**config.mk**
```make
export PLATFORM = sky130hd
export DESIGN_NAME = eps_signaller
export DESIGN_NICKNAME = d
export VERILOG_FILES = /design/src/eps_pkg.sv /design/src/eps_signaller.sv
export SDC_FILE = /design/constraint.sdc
export NUM_CORES = 1
export LEC_CHECK = 0
export ABC_CLOCK_PERIOD_IN_PS = 2300
export BUFFER_PORTS_ARGS = -buffer_cell sky130_fd_sc_hd__clkbuf_2
export CAP_MARGIN = 20
export CORE_ASPECT_RATIO = 1.4
export CORE_UTILIZATION = 30
export CTS_BUF_LIST = sky130_fd_sc_hd__clkbuf_16
export DETAILED_ROUTE_END_ITERATION = 10
export PLACE_DENSITY = 0.49
export SETUP_SLACK_MARGIN = 0.5
export SYNTH_ARGS = -nofsm -noshare
export SYNTH_HDL_FRONTEND = slang
export SYNTH_SLANG_ARGS = --single-unit
```
**constraint.sdc**
```tcl
create_clock -name clk_in -period 2.3 [get_ports clk_in]
set_clock_uncertainty 0.05 [all_clocks]
set_input_delay 0.23 -clock clk_in [delete_from_list [all_inputs] [get_ports clk_in]]
set_output_delay 0.23 -clock clk_in [all_outputs]
set_load 0.005 [all_outputs]
```
**src/eps_pkg.sv**
```systemverilog
// Constants for the event pulse signaller: timing figures and derived cycle counts.
// Assumes a single 40 MHz clock; status registers live outside and are cleared by the host.
// Functional notes
// - In Normal or Stop mode a qualified event drives the pin low for 100 us.
// - Keep the pin high at least 100 us between consecutive pulses.
// - Pulses never change the operating mode by themselves.
// - Class bit 0 selects wake only, 1 adds failure events; reset 0.
// - Wake class pulses only for wake bits whose source is enabled; the stop command check here also counts bits whose source is disabled.
// - Wide class also pulses on failure flags; wake level status never pulses.
// - Restart or fail-safe errors, power-on reset and device status never pulse.
// - Entering Stop mode with wake status bits still set raises a pulse.
// - Status registers update at each falling edge of the pulse.
// - Events stay latched until the host clears; wake level status is unlatched.
// - In Init mode the pin is a configuration input, filtered 10 us.
// - Wide class pulses use the same timing and latching as wake class.
package eps_pkg;
    localparam int unsigned CLK_HZ = 40_000_000;
    // Pulse width, typical 100 us
    localparam int unsigned PULSE_WIDTH_US = 100;
    // Minimum high time between pulses, typical 100 us
    localparam int unsigned PULSE_GAP_TIME_US = 100;
    // Configuration select filter, typical 10 us
    localparam int unsigned CFG_FILTER_US = 10;
    localparam int unsigned PULSE_CYC = (CLK_HZ / 1_000_000) * PULSE_WIDTH_US;
    localparam int unsigned GAP_CYC = (CLK_HZ / 1_000_000) * PULSE_GAP_TIME_US;
    localparam int unsigned CFG_CYC = (CLK_HZ / 1_000_000) * CFG_FILTER_US;
    localparam int unsigned CNT_W = 13;
    // Reset value of the class select bit
    localparam logic CLASS_RESET = 1'b0;
    // Operating mode codes at the mode input
    localparam logic [2:0] MODE_INIT = 3'h0;
    localparam logic [2:0] MODE_NORMAL = 3'h1;
    localparam logic [2:0] MODE_STOP = 3'h2;
    localparam logic [2:0] MODE_OTHER = 3'h3;
endpackage : eps_pkg

```
**src/eps_signaller.sv**
```systemverilog
// Event pulse signaller: active-low push/pull event pin with Init-mode config sampling.
// Assumes status flags arrive already latched from the status register block on clk_in.
`timescale 1ns/1ps
module eps_signaller #(
    parameter int unsigned WAKE_A_W = 8,
    parameter int unsigned WAKE_B_W = 8,
    parameter int unsigned FAIL_W = 16
) (
    input wire logic clk_in,
    input wire logic rstn_in,
    input wire logic [2:0] mode_in,
    input wire logic class_global_in,
    input wire logic [WAKE_A_W-1:0] wake_status_reg_a_in,
    input wire logic [WAKE_B_W-1:0] wake_status_reg_b_in,
    input wire logic [WAKE_A_W-1:0] wake_en_a_in,
    input wire logic [WAKE_B_W-1:0] wake_en_b_in,
    input wire logic [FAIL_W-1:0] fail_flags_in,
    input wire logic [FAIL_W-1:0] fail_excluded_in,
    input wire logic stop_cmd_in,
    input wire logic event_pin_in,
    output logic event_pin_n_out,
    output logic event_pin_oe_out,
    output logic status_update_out,
    output logic hw_config_out,
    output logic hw_config_valid_out
);
    typedef enum logic [2:0] {
        EPS_IDLE = 3'b001,
        EPS_LOW = 3'b010,
        EPS_GAP = 3'b100
    } eps_state_t;

    eps_state_t state_q, state_d;
    logic [12:0] cnt_q, cnt_d;
    logic [FAIL_W+WAKE_A_W+WAKE_B_W-1:0] seen_q, seen_d;
    logic pend_q, pend_d;
    logic pin_s1_q, pin_s2_q;
    logic [8:0] flt_q, flt_d;
    logic cfg_q, cfg_d, cfg_v_q, cfg_v_d;
    logic active_mode, init_mode;
    logic [FAIL_W+WAKE_A_W+WAKE_B_W-1:0] qual;
    logic new_event, stop_trig;

    // Qualify sources by class and enable
    always_comb begin
        active_mode = (mode_in == eps_pkg::MODE_NORMAL) || (mode_in == eps_pkg::MODE_STOP);
        init_mode = (mode_in == eps_pkg::MODE_INIT);
        qual = {fail_flags_in & ~fail_excluded_in & {FAIL_W{class_global_in}},
                wake_status_reg_a_in & wake_en_a_in,
                wake_status_reg_b_in & wake_en_b_in};
        new_event = |(qual & ~seen_q);
        stop_trig = stop_cmd_in && ((|wake_status_reg_a_in) || (|wake_status_reg_b_in));
    end

    // Pulse sequencer next state
    always_comb begin
        state_d = state_q;
        cnt_d = cnt_q;
        seen_d = seen_q & qual;
        pend_d = pend_q || ((new_event || stop_trig) && active_mode);
        status_update_out = 1'b0;
        unique case (state_q)
            EPS_IDLE: begin
                if (pend_q && active_mode) begin
                    state_d = EPS_LOW;
                    cnt_d = 13'(eps_pkg::PULSE_CYC - 1);
                    // Everything qualified now is captured in seen_d, so nothing stays pending
                    pend_d = 1'b0;
                    seen_d = qual;
                end
            end
            EPS_LOW: begin
                if (cnt_q == 13'h0000) begin
                    state_d = EPS_GAP;
                    cnt_d = 13'(eps_pkg::GAP_CYC - 1);
                end else begin
                    cnt_d = cnt_q - 13'h0001;
                end
            end
            EPS_GAP: begin
                if (cnt_q == 13'h0000) begin
                    state_d = EPS_IDLE;
                end else begin
                    cnt_d = cnt_q - 13'h0001;
                end
            end
        endcase
        // Strobe the status block on the falling edge of the pin
        status_update_out = (state_q == EPS_IDLE) && (state_d == EPS_LOW);
    end

    // Config filter: level must hold for the filter time
    always_comb begin
        flt_d = flt_q;
        cfg_d = cfg_q;
        cfg_v_d = cfg_v_q;
        if (init_mode) begin
            if (pin_s2_q != cfg_q) begin
                if (flt_q == 9'(eps_pkg::CFG_CYC - 1)) begin
                    cfg_d = pin_s2_q;
                    flt_d = 9'h000;
                end else begin
                    flt_d = flt_q + 9'h001;
                end
            end else begin
                flt_d = 9'h000;
                if (flt_q == 9'h000) begin
                    cfg_v_d = 1'b1;
                end
            end
        end
    end

    // Registers
    always_ff @(posedge clk_in or negedge rstn_in) begin
        if (!rstn_in) begin
            state_q <= EPS_IDLE;
            cnt_q <= 13'h0000;
            seen_q <= '0;
            pend_q <= 1'b0;
            pin_s1_q <= 1'b1;
            pin_s2_q <= 1'b1;
            flt_q <= 9'h000;
            cfg_q <= 1'b1;
            cfg_v_q <= 1'b0;
        end else begin
            state_q <= state_d;
            cnt_q <= cnt_d;
            seen_q <= seen_d;
            pend_q <= pend_d;
            pin_s1_q <= event_pin_in;
            pin_s2_q <= pin_s1_q;
            flt_q <= flt_d;
            cfg_q <= cfg_d;
            cfg_v_q <= cfg_v_d;
        end
    end

    // Pin drive: released in Init mode so the config level can be read; mode untouched
    always_comb begin
        event_pin_oe_out = !init_mode;
        event_pin_n_out = !(state_q == EPS_LOW);
        hw_config_out = cfg_q;
        hw_config_valid_out = cfg_v_q;
    end
endmodule : eps_signaller
```
==> impl_metrics.toml, run 1 <==
[floorplanning]
die-area_um2 = 10890
die_x_um = 88.49
num_rows = 43
core_area_um2 = 10060
initial_core_util_pct = 31.23
die_h_um = 123.1
io_pins = 77

[setup_path]
critPathRequiredTime_ns = 2.50
critPathTopFamily = "simple AND/OR/NAND/NOR gates"
cp_max_fo = 5
cp_slowest_stage_delay_ns = 0.50
critPathSlowestCell = "or4_1"
cp-end-kind = "flip-flop"
path_class = "reg -> reg"
crit_chain = "inv_2 > ha_4 > nor3b_4 > nand4_2 > buf_6 > o211ai_1 > or4_1 > nand3_1"
start_kind = "flip-flop"
crit_arrival_ns = 2.04
crit_buf_inv = 2

[placed_design]
dp_hpwl_um = 5524
pre_cts_slack_ns = 0.2771
port_buffers = 76
gp_congestion = 0.7598

[power_and_ir_drop]
comb_power_share_pct = 18.8
p_int_mw = 2.442
vdd_drop_max_v = 0.0004761
p_leak_nw = 1.876
finalPower_mw = 3.349
seq_power_share_pct = 39.6
power.density_nw_per_um2 = 771.1
switching_share_pct = 27.08
pwr-share-clk_pct = 41.7
power_switching_mw = 0.9069

[global_route]
grt_pass1_wl_um = 12860
overflow = 0
grt_max_degree = 63
first_global_vias = 2752
grtUsageMet1_pct = 18.27
met3_usage_pct = 4.206
grt_use_total_pct = 15.78
grtUsageMet2_pct = 27.31
grt_antenna_before_repair = 0
grt.busiest_layer = "met2"

[logic_synthesis]
synth_mux_area_share_pct = 0.3584
synth_cell_type_count = 55
syn-cell-area_um2 = 3142
synthCells = 322
synth_top_family_by_area = "simple AND/OR/NAND/NOR gates"
synth-simple-area-share_pct = 30.23
synth.largest_area_cell = "dfrtp_1"
synth_warnings = 0
synth_nets = 398
synth_area_leaders = "dfrtp_1 46%, nor2_1 6.8%, nor4bb_1 4.5%"
synth-xor-area-share_pct = 2.230
synth_enable_flop_cells = 0
yosysSeqAreaShare_pct = 49.54
postSynthAreaPerCell_um2 = 9.757
synth_compound_area_share_pct = 13.86
synthAdderAreaFrac_pct = 1.593
ys_ff_latch = 62
synthArstFlopShare_pct = 100.0
synth_ff_type = "dfrtp_1"
synth_top_area_share_pct = 46.20

[clock_tree]
cts_tree = "built"
numCtsBuffers = 9
cts_root_buf = "clkbuf_16"
htree_levels = 3
path_clk_slew_ns = 0.05
cts_buffer_depth = 2
cts.sinks = 62
clk_latency_ns = 0.32

[final_layout]
diodes = 0
nFillCells = 999
layout_commonest_cell = "clkbuf_2"
multi_input_area_um2 = 1682
final_cell_mix = "76 x clkbuf_2, 56 x dfrtp_1, 54 x nor2_1"
seq_area_um2 = 1559
fin_util_pct = 43.17
final_layout_size_suffix_gt1_share_pct = 33.64
nets = 499
syn2layout_area_growth_pct = 38.23

[sta]
setup_viol = 0
fin_hold_ws_ns = 0.02402
finalCritPeriodShare_pct = 80.04
timing.fmax_mhz = 543.2
tightest_slew_ns = 0.5338
setup_ws_ns = 0.4592
drv_slew = 0
tns_ns = 0
max_slew_margin_pct = 64.16
grt_setup_unrepaired = "yes"
fin_crit_ns = 1.841
hold_viol = 0

[routing]
first_pass_iters = 4
wirelength_um = 7855
num_vias = 2747
post_drt_via_cell_ratio = 4.879
wl_per_cell_um = 13.95
ant_nets = 0
drt_iter0_drc = 99
drc = 0

[run]
maxCapViolations = 0

[outcome]
status = "complete, no violations"

[min_path]
hp-class = "in -> reg"
sequential cells by signal, summed over array words and instances (netlist names):
signal / flops
hw_config_out: 1
cnt_q: 13
hw_config_valid_out: 1
seen_q: 32
pin_s1_q: 1
pin_s2_q: 1
flt_q: 9
pend_q: 1
state_q: 3
kinds of logic after synthesis:
kind of cell	after synthesis
muxes	1
AOI/OAI and AO/OA	61
DFF	62
adders and majority gates	4
xor gates and xnor gates	8
and+or+nand+nor	172
buffers and inverters	14
power by group through the flow:
stage | sequential [mW] | clock (mW) | combinational (mW)
floorplan | 1.29 | 0 | 0.339
global placement | 1.32 | 0 | 0.519
detailed placement | 1.32 | 0 | 0.530
CTS | 1.32 | 1.44 | 0.573
global route | 1.34 | 1.48 | 0.702
finish | 1.33 | 1.40 | 0.628
worst reg2reg max path, cell delays in order (launching register included):
cell,delay [ns]
dfrtp_1,0.39
inv_2,0.07
ha_4,0.15
nor3b_4,0.14
nand4_2,0.11
buf_6,0.13
o211ai_1,0.14
or4_1,0.50
nand3_1,0.09
layer usage:
metal / wire length (µm) / share of wire [%] / vias to the layer above
met5: 0 / 0 / -
met4: 101 / 1.3 / 0
met3: 335 / 4.3 / 6
met2: 4170 / 53 / 51
met1: 3248 / 41 / 1305
li1: - / - / 1385
Yosys cell counts (2+ instances only):
master / number
dfrtp_1: 58
nor2_1: 57
nand2_1: 31
nor3b_1: 15
nor4bb_1: 14
o21ai_0: 11
nor4_1: 9
o22ai_1: 8
nand3_1: 7
o21ai_1: 7
a21oi_1: 6
and3_1: 6
inv_1: 6
nand2b_1: 5
or3_1: 5
or4_1: 5
buf_2: 4
dfstp_2: 4
ha_1: 4
o211a_1: 4
xnor2_1: 4
xor2_1: 4
nand3b_1: 3
nor2b_1: 3
nor3_1: 3
o211ai_1: 3
o31ai_1: 3
a31oi_1: 2
nor3_2: 2
o221ai_1: 2
o31a_1: 2
o41ai_1: 2
per-stage QoR:
stage,area [µm²],std cells
after floorplan,3158,322
after global placement,3735,532
after detailed placement,3735,532
after CTS,4192,557
after global routing,4343,563
final,4343,563
layout make-up:
class / count / share of cell area [%]
clock buffers: 9 / 5.186
well taps: 135 / 3.889
multi-input cells: 246 / 38.72
inverters: 7 / 0.6050
flip-flops and latches: 62 / 35.90
clock inverters: 7 / 1.844
repair buffers: 97 / 13.86
repair_timing:
item,in CTS,in global routing
buffers inserted,6,5
setup endpoints to repair,14,22
hold buffers,2,0
gates cloned,1,1
hold endpoints to repair,59,0
gates resized for setup,13,24
pin swaps,5,16
worst paths after layout:
path	start	endpoint	slack (ns)	cells after the start
worst max-delay path	cnt_q[1]	cnt_q[4]	0.46	8
worst min-delay path	fail_excluded_in[13]	seen_q[29]	0.02	2
worst max register to register	cnt_q[1]	cnt_q[4]	0.46	8
worst min register to register	pin_s1_q	pin_s2_q	0.31	0
max in group asynchronous	rstn_in	pin_s1_q	1.47	3
min in group asynchronous	rstn_in	seen_q[11]	0.41	3
Power figures use the tool's default switching activity.
==> run 2: changes to the inputs <==
ABC_CLOCK_PERIOD_IN_PS = 1700   (was 2300)
clock period = 1.7 ns   (was 2.3 ns; I/O delays follow)
==> run 2 against run 1 <==
The run now ends with negative setup slack left. Sequential power increased by 32%. Cell count grew 13%. Highest routed layer unchanged. Clock-buffer cell count unchanged. Global-route usage is 2.9 points higher.
==> impl_metrics.toml, run 2 (same netlist as run 1, synthesis figures left out) <==
[sta]
timing.fmax_mhz = 561.7
fin_crit_ns = 1.780
max_slew_margin_pct = 74.44
grt_setup_unrepaired = "yes"
hold_viol = 0
setup_ws_ns = -0.08032
tightest_slew_ns = 0.3799
setup_viol = 13
finalCritPeriodShare_pct = 104.7
drv_slew = 0

[power_and_ir_drop]
vdd_drop_max_v = 0.0005442
finalPower_mw = 4.826
power.density_nw_per_um2 = 852.6
p_leak_nw = 2.457

[min_path]
hold-path-cell-count = 3
hp-class = "in -> reg"

[routing]
wirelength_um = 9525
drc = 0
ant_nets = 0
post_drt_via_cell_ratio = 4.925
drt_iter0_drc = 87
first_pass_iters = 4
wl_per_cell_um = 14.98
num_vias = 3132

[final_layout]
diodes = 0
top_register = "seen_q"
largest_reg_flops = 32
nets = 572
syn2layout_area_growth_pct = 80.17
layout_commonest_cell = "clkbuf_2"
final_cell_mix = "70 x clkbuf_2, 56 x dfrtp_1, 46 x buf_4"
multi_input_area_um2 = 2220
seq_area_um2 = 1559
final_layout_size_suffix_gt1_share_pct = 56.29
nFillCells = 891
reg_top3 = "seen_q: 32 flops, cnt_q: 13 flops, flt_q: 9 flops"

[clock_tree]
cts_tree = "built"
path_clk_slew_ns = 0.05
htree_levels = 3
cts_buffer_depth = 2
clk_latency_ns = 0.33
cts_root_buf = "clkbuf_16"
numCtsBuffers = 9
cts.sinks = 62

[run]
maxCapViolations = 0

[global_route]
grt_pass1_wl_um = 15300
grt_max_degree = 63
grt_antenna_before_repair = 0
grt_use_total_pct = 18.70
first_global_vias = 3204
overflow = 0

[placed_design]
port_buffers = 76
pre_cts_slack_ns = -0.09008
gp_congestion = 0.7942
dp_hpwl_um = 5967

[setup_path]
cp_max_fo = 5
cp-end-kind = "flip-flop"
start_kind = "flip-flop"
crit_arrival_ns = 1.94
critPathRequiredTime_ns = 1.86
path_class = "reg -> reg"
rr_worst_depth = 6

[outcome]
status = "finished, violations left"
violations = "negative setup slack"

[floorplanning]
die_h_um = 123.1
io_pins = 77
die_x_um = 88.49
die-area_um2 = 10890
num_rows = 43
initial_core_util_pct = 31.23
core_area_um2 = 10060
==> run 2: cell count changes in the layout (fill, tap and decap cells not counted), moves of 8 or more <==
cell           change
nor2_1            -36
buf_4             +34
nor2_4            +30
buf_6             +23
dlygate4sd3_1     +14
nor4bb_1           -8
o21ai_2            +8
==> run 2: worst paths after layout <==
check	startpoint	to	slack (ns)
worst max-delay path	cnt_q[9]	cnt_q[1]	-0.08
worst min-delay path	wake_en_b_in[6]	seen_q[6]	0.02
worst max register to register	cnt_q[9]	cnt_q[1]	-0.08
worst min register to register	pin_s1_q	pin_s2_q	0.30
max in group asynchronous	rstn_in	hw_config_out	0.94
min in group asynchronous	rstn_in	cnt_q[7]	0.35
==> run 2: power by group <==
| group | internal [mW] | switching (mW) | total (mW) |
|---|---|---|---|
| sequential | 1.61 | 0.140 | 1.75 |
| combinational | 0.731 | 0.580 | 1.31 |
| clock | 1.11 | 0.656 | 1.77 |
| total | 3.45 | 1.38 | 4.83 |
==> run 2: timing repair <==
item	CTS	global route
hold buffers	16	0
pin swaps	22	22
resized for setup	120	47
setup buffers	16	12
cloned	3	1
setup endpoints to repair	64	64
hold endpoints to repair	73	0
==> run 2: area by class of cell <==
type / count / share of cell area, %
clock buffers: 9 / 3.979
clock inverters: 7 / 0.9947
inverters: 7 / 0.4642
multi-input cells: 246 / 39.21
flip-flops and latches: 62 / 27.54
well taps: 135 / 2.984
repair buffers: 170 / 24.82
==> run 2: worst max-delay path, cell delays in order, from the launching register on <==
cell     delay [ns]
dfrtp_1        0.41
nor4_4         0.39
and4_1         0.27
buf_6          0.14
nand3_2        0.07
o31a_1         0.10
o31a_1         0.23
==> run 2: stage by stage <==
step | utilization (%) | cell area (µm²) | TNS, ns | instances | hold WS, ns
after global placement | 41.49 | 4174 | -0.2050 | 572 | 0.1689
after CTS | 52.92 | 5324 | -0.3044 | 623 | 0.01758
after detailed placement | 41.49 | 4174 | -0.4596 | 572 | 0.1683
after floorplan | - | 3326 | 0 | 322 | -0.1756
after global routing | 56.26 | 5660 | -2.004 | 636 | 0.02647
final | 56.26 | 5660 | -0.4357 | 636 | 0.01796
==> run 2: layer usage <==
layer / vias to the layer above / wire length [µm] / track usage, %
li1: 1553 / - / -
met1: 1515 / 3930 / 22.51
met2: 53 / 5188 / 32.69
met3: 11 / 274 / 3.738
met4: 0 / 131 / 6.653
met5: - / 0 / 0
==> run 3: changes to the inputs <==
BUFFER_PORTS_ARGS = not set   (was -buffer_cell sky130_fd_sc_hd__clkbuf_2)
CTS_CLUSTER_SIZE = 28   (was not set)
DONT_BUFFER_PORTS = 1   (was not set)
PLACE_DENSITY = 0.43   (was 0.49)
==> run 3 against run 2 <==
The run ends with negative hold slack, negative setup slack left. Combinational power shrank 11%. Critical path depth grew 1. Utilization shrank 0.16 points. Wire length shrank 2.2%. Fmax shrank 0.52%. Total power grew 0.78%. Sequential cell count is the same. Clock power grew 9.6%. Global-route usage shrank 0.24 points. Sequential share of layout area grew 0.10 points. Design area shrank 0.29%. Largest power group unchanged.
==> impl_metrics.toml, run 3 (same netlist as run 1, synthesis figures left out) <==
[clock_tree]
cts_buffer_depth = 2
cts_tree = "built"
cts-hold-fix-buffers = 55
cts.sinks = 62
htree_levels = 3
path_clk_slew_ns = 0.06
cts_root_buf = "clkbuf_16"
numCtsBuffers = 9
clk_latency_ns = 0.33

[sta]
finalCritPeriodShare_pct = 105.3
setup_ws_ns = -0.08958
timing.fmax_mhz = 558.8
fin_crit_ns = 1.790
setup_viol = 13
drv_slew = 0
fin_hold_ws_ns = -0.5126
grt_setup_unrepaired = "yes"
max_slew_margin_pct = 58.55
tightest_slew_ns = 0.6217
hold_viol = 62

[setup_path]
path_class = "reg -> reg"
start_kind = "flip-flop"
rrSetupSlack_ns = -0.09
critPathRequiredTime_ns = 1.86
cp-end-kind = "flip-flop"
cp_max_fo = 6
r2r-start = "cnt_q[1]"
rr_worst_depth = 7
crit_arrival_ns = 1.95
r2r_end = "cnt_q[2]"

[final_layout]
syn2layout_area_growth_pct = 79.65
multi_input_area_um2 = 2268
top_register = "seen_q"
diodes = 0
final_cell_mix = "55 x dfrtp_1, 54 x dlygate4sd3_1, 44 x buf_4"
largest_reg_flops = 32
seq_area_um2 = 1560
layout_commonest_cell = "dfrtp_1"
nets = 528
nFillCells = 872
reg_top3 = "seen_q: 32 flops, cnt_q: 13 flops, flt_q: 9 flops"
final_layout_size_suffix_gt1_share_pct = 44.42

[routing]
ant_nets = 0
drc = 0
wirelength_um = 9319
wl_per_cell_um = 15.74
num_vias = 2986
first_pass_iters = 4
drt_iter0_drc = 59
post_drt_via_cell_ratio = 5.044

[global_route]
grt_use_total_pct = 18.46
grt_max_degree = 63
first_global_vias = 3209
grt_pass1_wl_um = 15260
overflow = 0
grt_antenna_before_repair = 0

[placed_design]
port_buffers = 0
dp_hpwl_um = 5762
pre_cts_slack_ns = -0.1567
gp_congestion = 0.7316

[floorplanning]
num_rows = 43
die-area_um2 = 10890
core_area_um2 = 10060
die_h_um = 123.1
initial_core_util_pct = 31.23
die_x_um = 88.49
io_pins = 77

[run]
maxCapViolations = 0

[outcome]
status = "finished, violations left"
violations = "negative hold slack, negative setup slack"

[power_and_ir_drop]
p_leak_nw = 2.261
vdd_drop_max_v = 0.0005993
power.density_nw_per_um2 = 861.8

[min_path]
hp-class = "in -> async"
-- run 3: cell count changes in the layout (fill, tap and decap cells not counted), moves of 2 or more --
| cell | change |
|---|---|
| dlygate4sd3_1 | +38 |
| clkinv_1 | -2 |
| clkbuf_2 | -70 |
| buf_6 | -9 |
| nor4bb_2 | +2 |
| nor4bb_1 | -2 |
| buf_4 | -2 |
-- run 3: metrics by stage --
stage | power [mW] | cells | TNS, ns | area, µm² | util, %
after floorplan | 2.301 | 322 | 0 | 3326 | -
after global placement | 2.684 | 490 | -0.6096 | 3749 | 37.26
after detailed placement | 2.700 | 490 | -1.072 | 3749 | 37.26
after CTS | 4.882 | 580 | -1.012 | 5375 | 53.43
after global routing | 5.080 | 592 | -2.279 | 5644 | 56.10
final | 4.864 | 592 | -0.7796 | 5644 | 56.10
-- run 3: final cells by class --
cell class,count,share of cell area (%)
Timing Repair Buffer,126,23.12
Sequential cell,62,27.64
Multi-Input combinational cell,246,40.19
Tap cell,135,2.993
Clock inverter,7,1.596
Inverter,7,0.4655
Clock buffer,9,3.990
-- run 3: metal layers --
layer	track usage, %	wire length (µm)	part of all wire [%]	up-vias
met3	3.805	276	3.0	8
met1	20.61	3688	40	1479
met5	0	0	0	-
met4	6.048	104	1.1	0
met2	34.28	5250	56	47
li1	-	-	-	1452
-- run 3: where the power goes --
part	switching (mW)	internal (mW)	total, mW
sequential	0.141	1.61	1.75
clock	0.665	1.27	1.94
combinational	0.518	0.654	1.17
-- run 3: worst max-delay path by stage --
| stage | startpoint | to | slack [ns] |
|---|---|---|---|
| after floorplan | cnt_q[0] | cnt_q[1] | 0.003 |
| after global placement | cnt_q[1] | cnt_q[8] | -0.09 |
| after detailed placement | cnt_q[1] | cnt_q[7] | -0.16 |
| after CTS | cnt_q[1] | cnt_q[2] | -0.11 |
| after global routing | cnt_q[0] | cnt_q[12] | -0.20 |
| final | cnt_q[1] | cnt_q[2] | -0.09 |
-- run 3: what timing repair did --
action	in CTS	in global routing
cloned	4	0
gates resized for setup	128	33
pin swaps	32	21
hold endpoints to repair	97	62
endpoints found under the setup margin	62	62
buffers inserted	15	12
-- run 3: worst max-delay path, cell delays in order (launching register included) --
cell and delay [ns]:
dfrtp_1 0.39, inv_2 0.08, ha_4 0.12, nor3b_4 0.24, nand4_4 0.19, o211ai_1 0.34
xor2_1 0.18, nand2_1 0.07
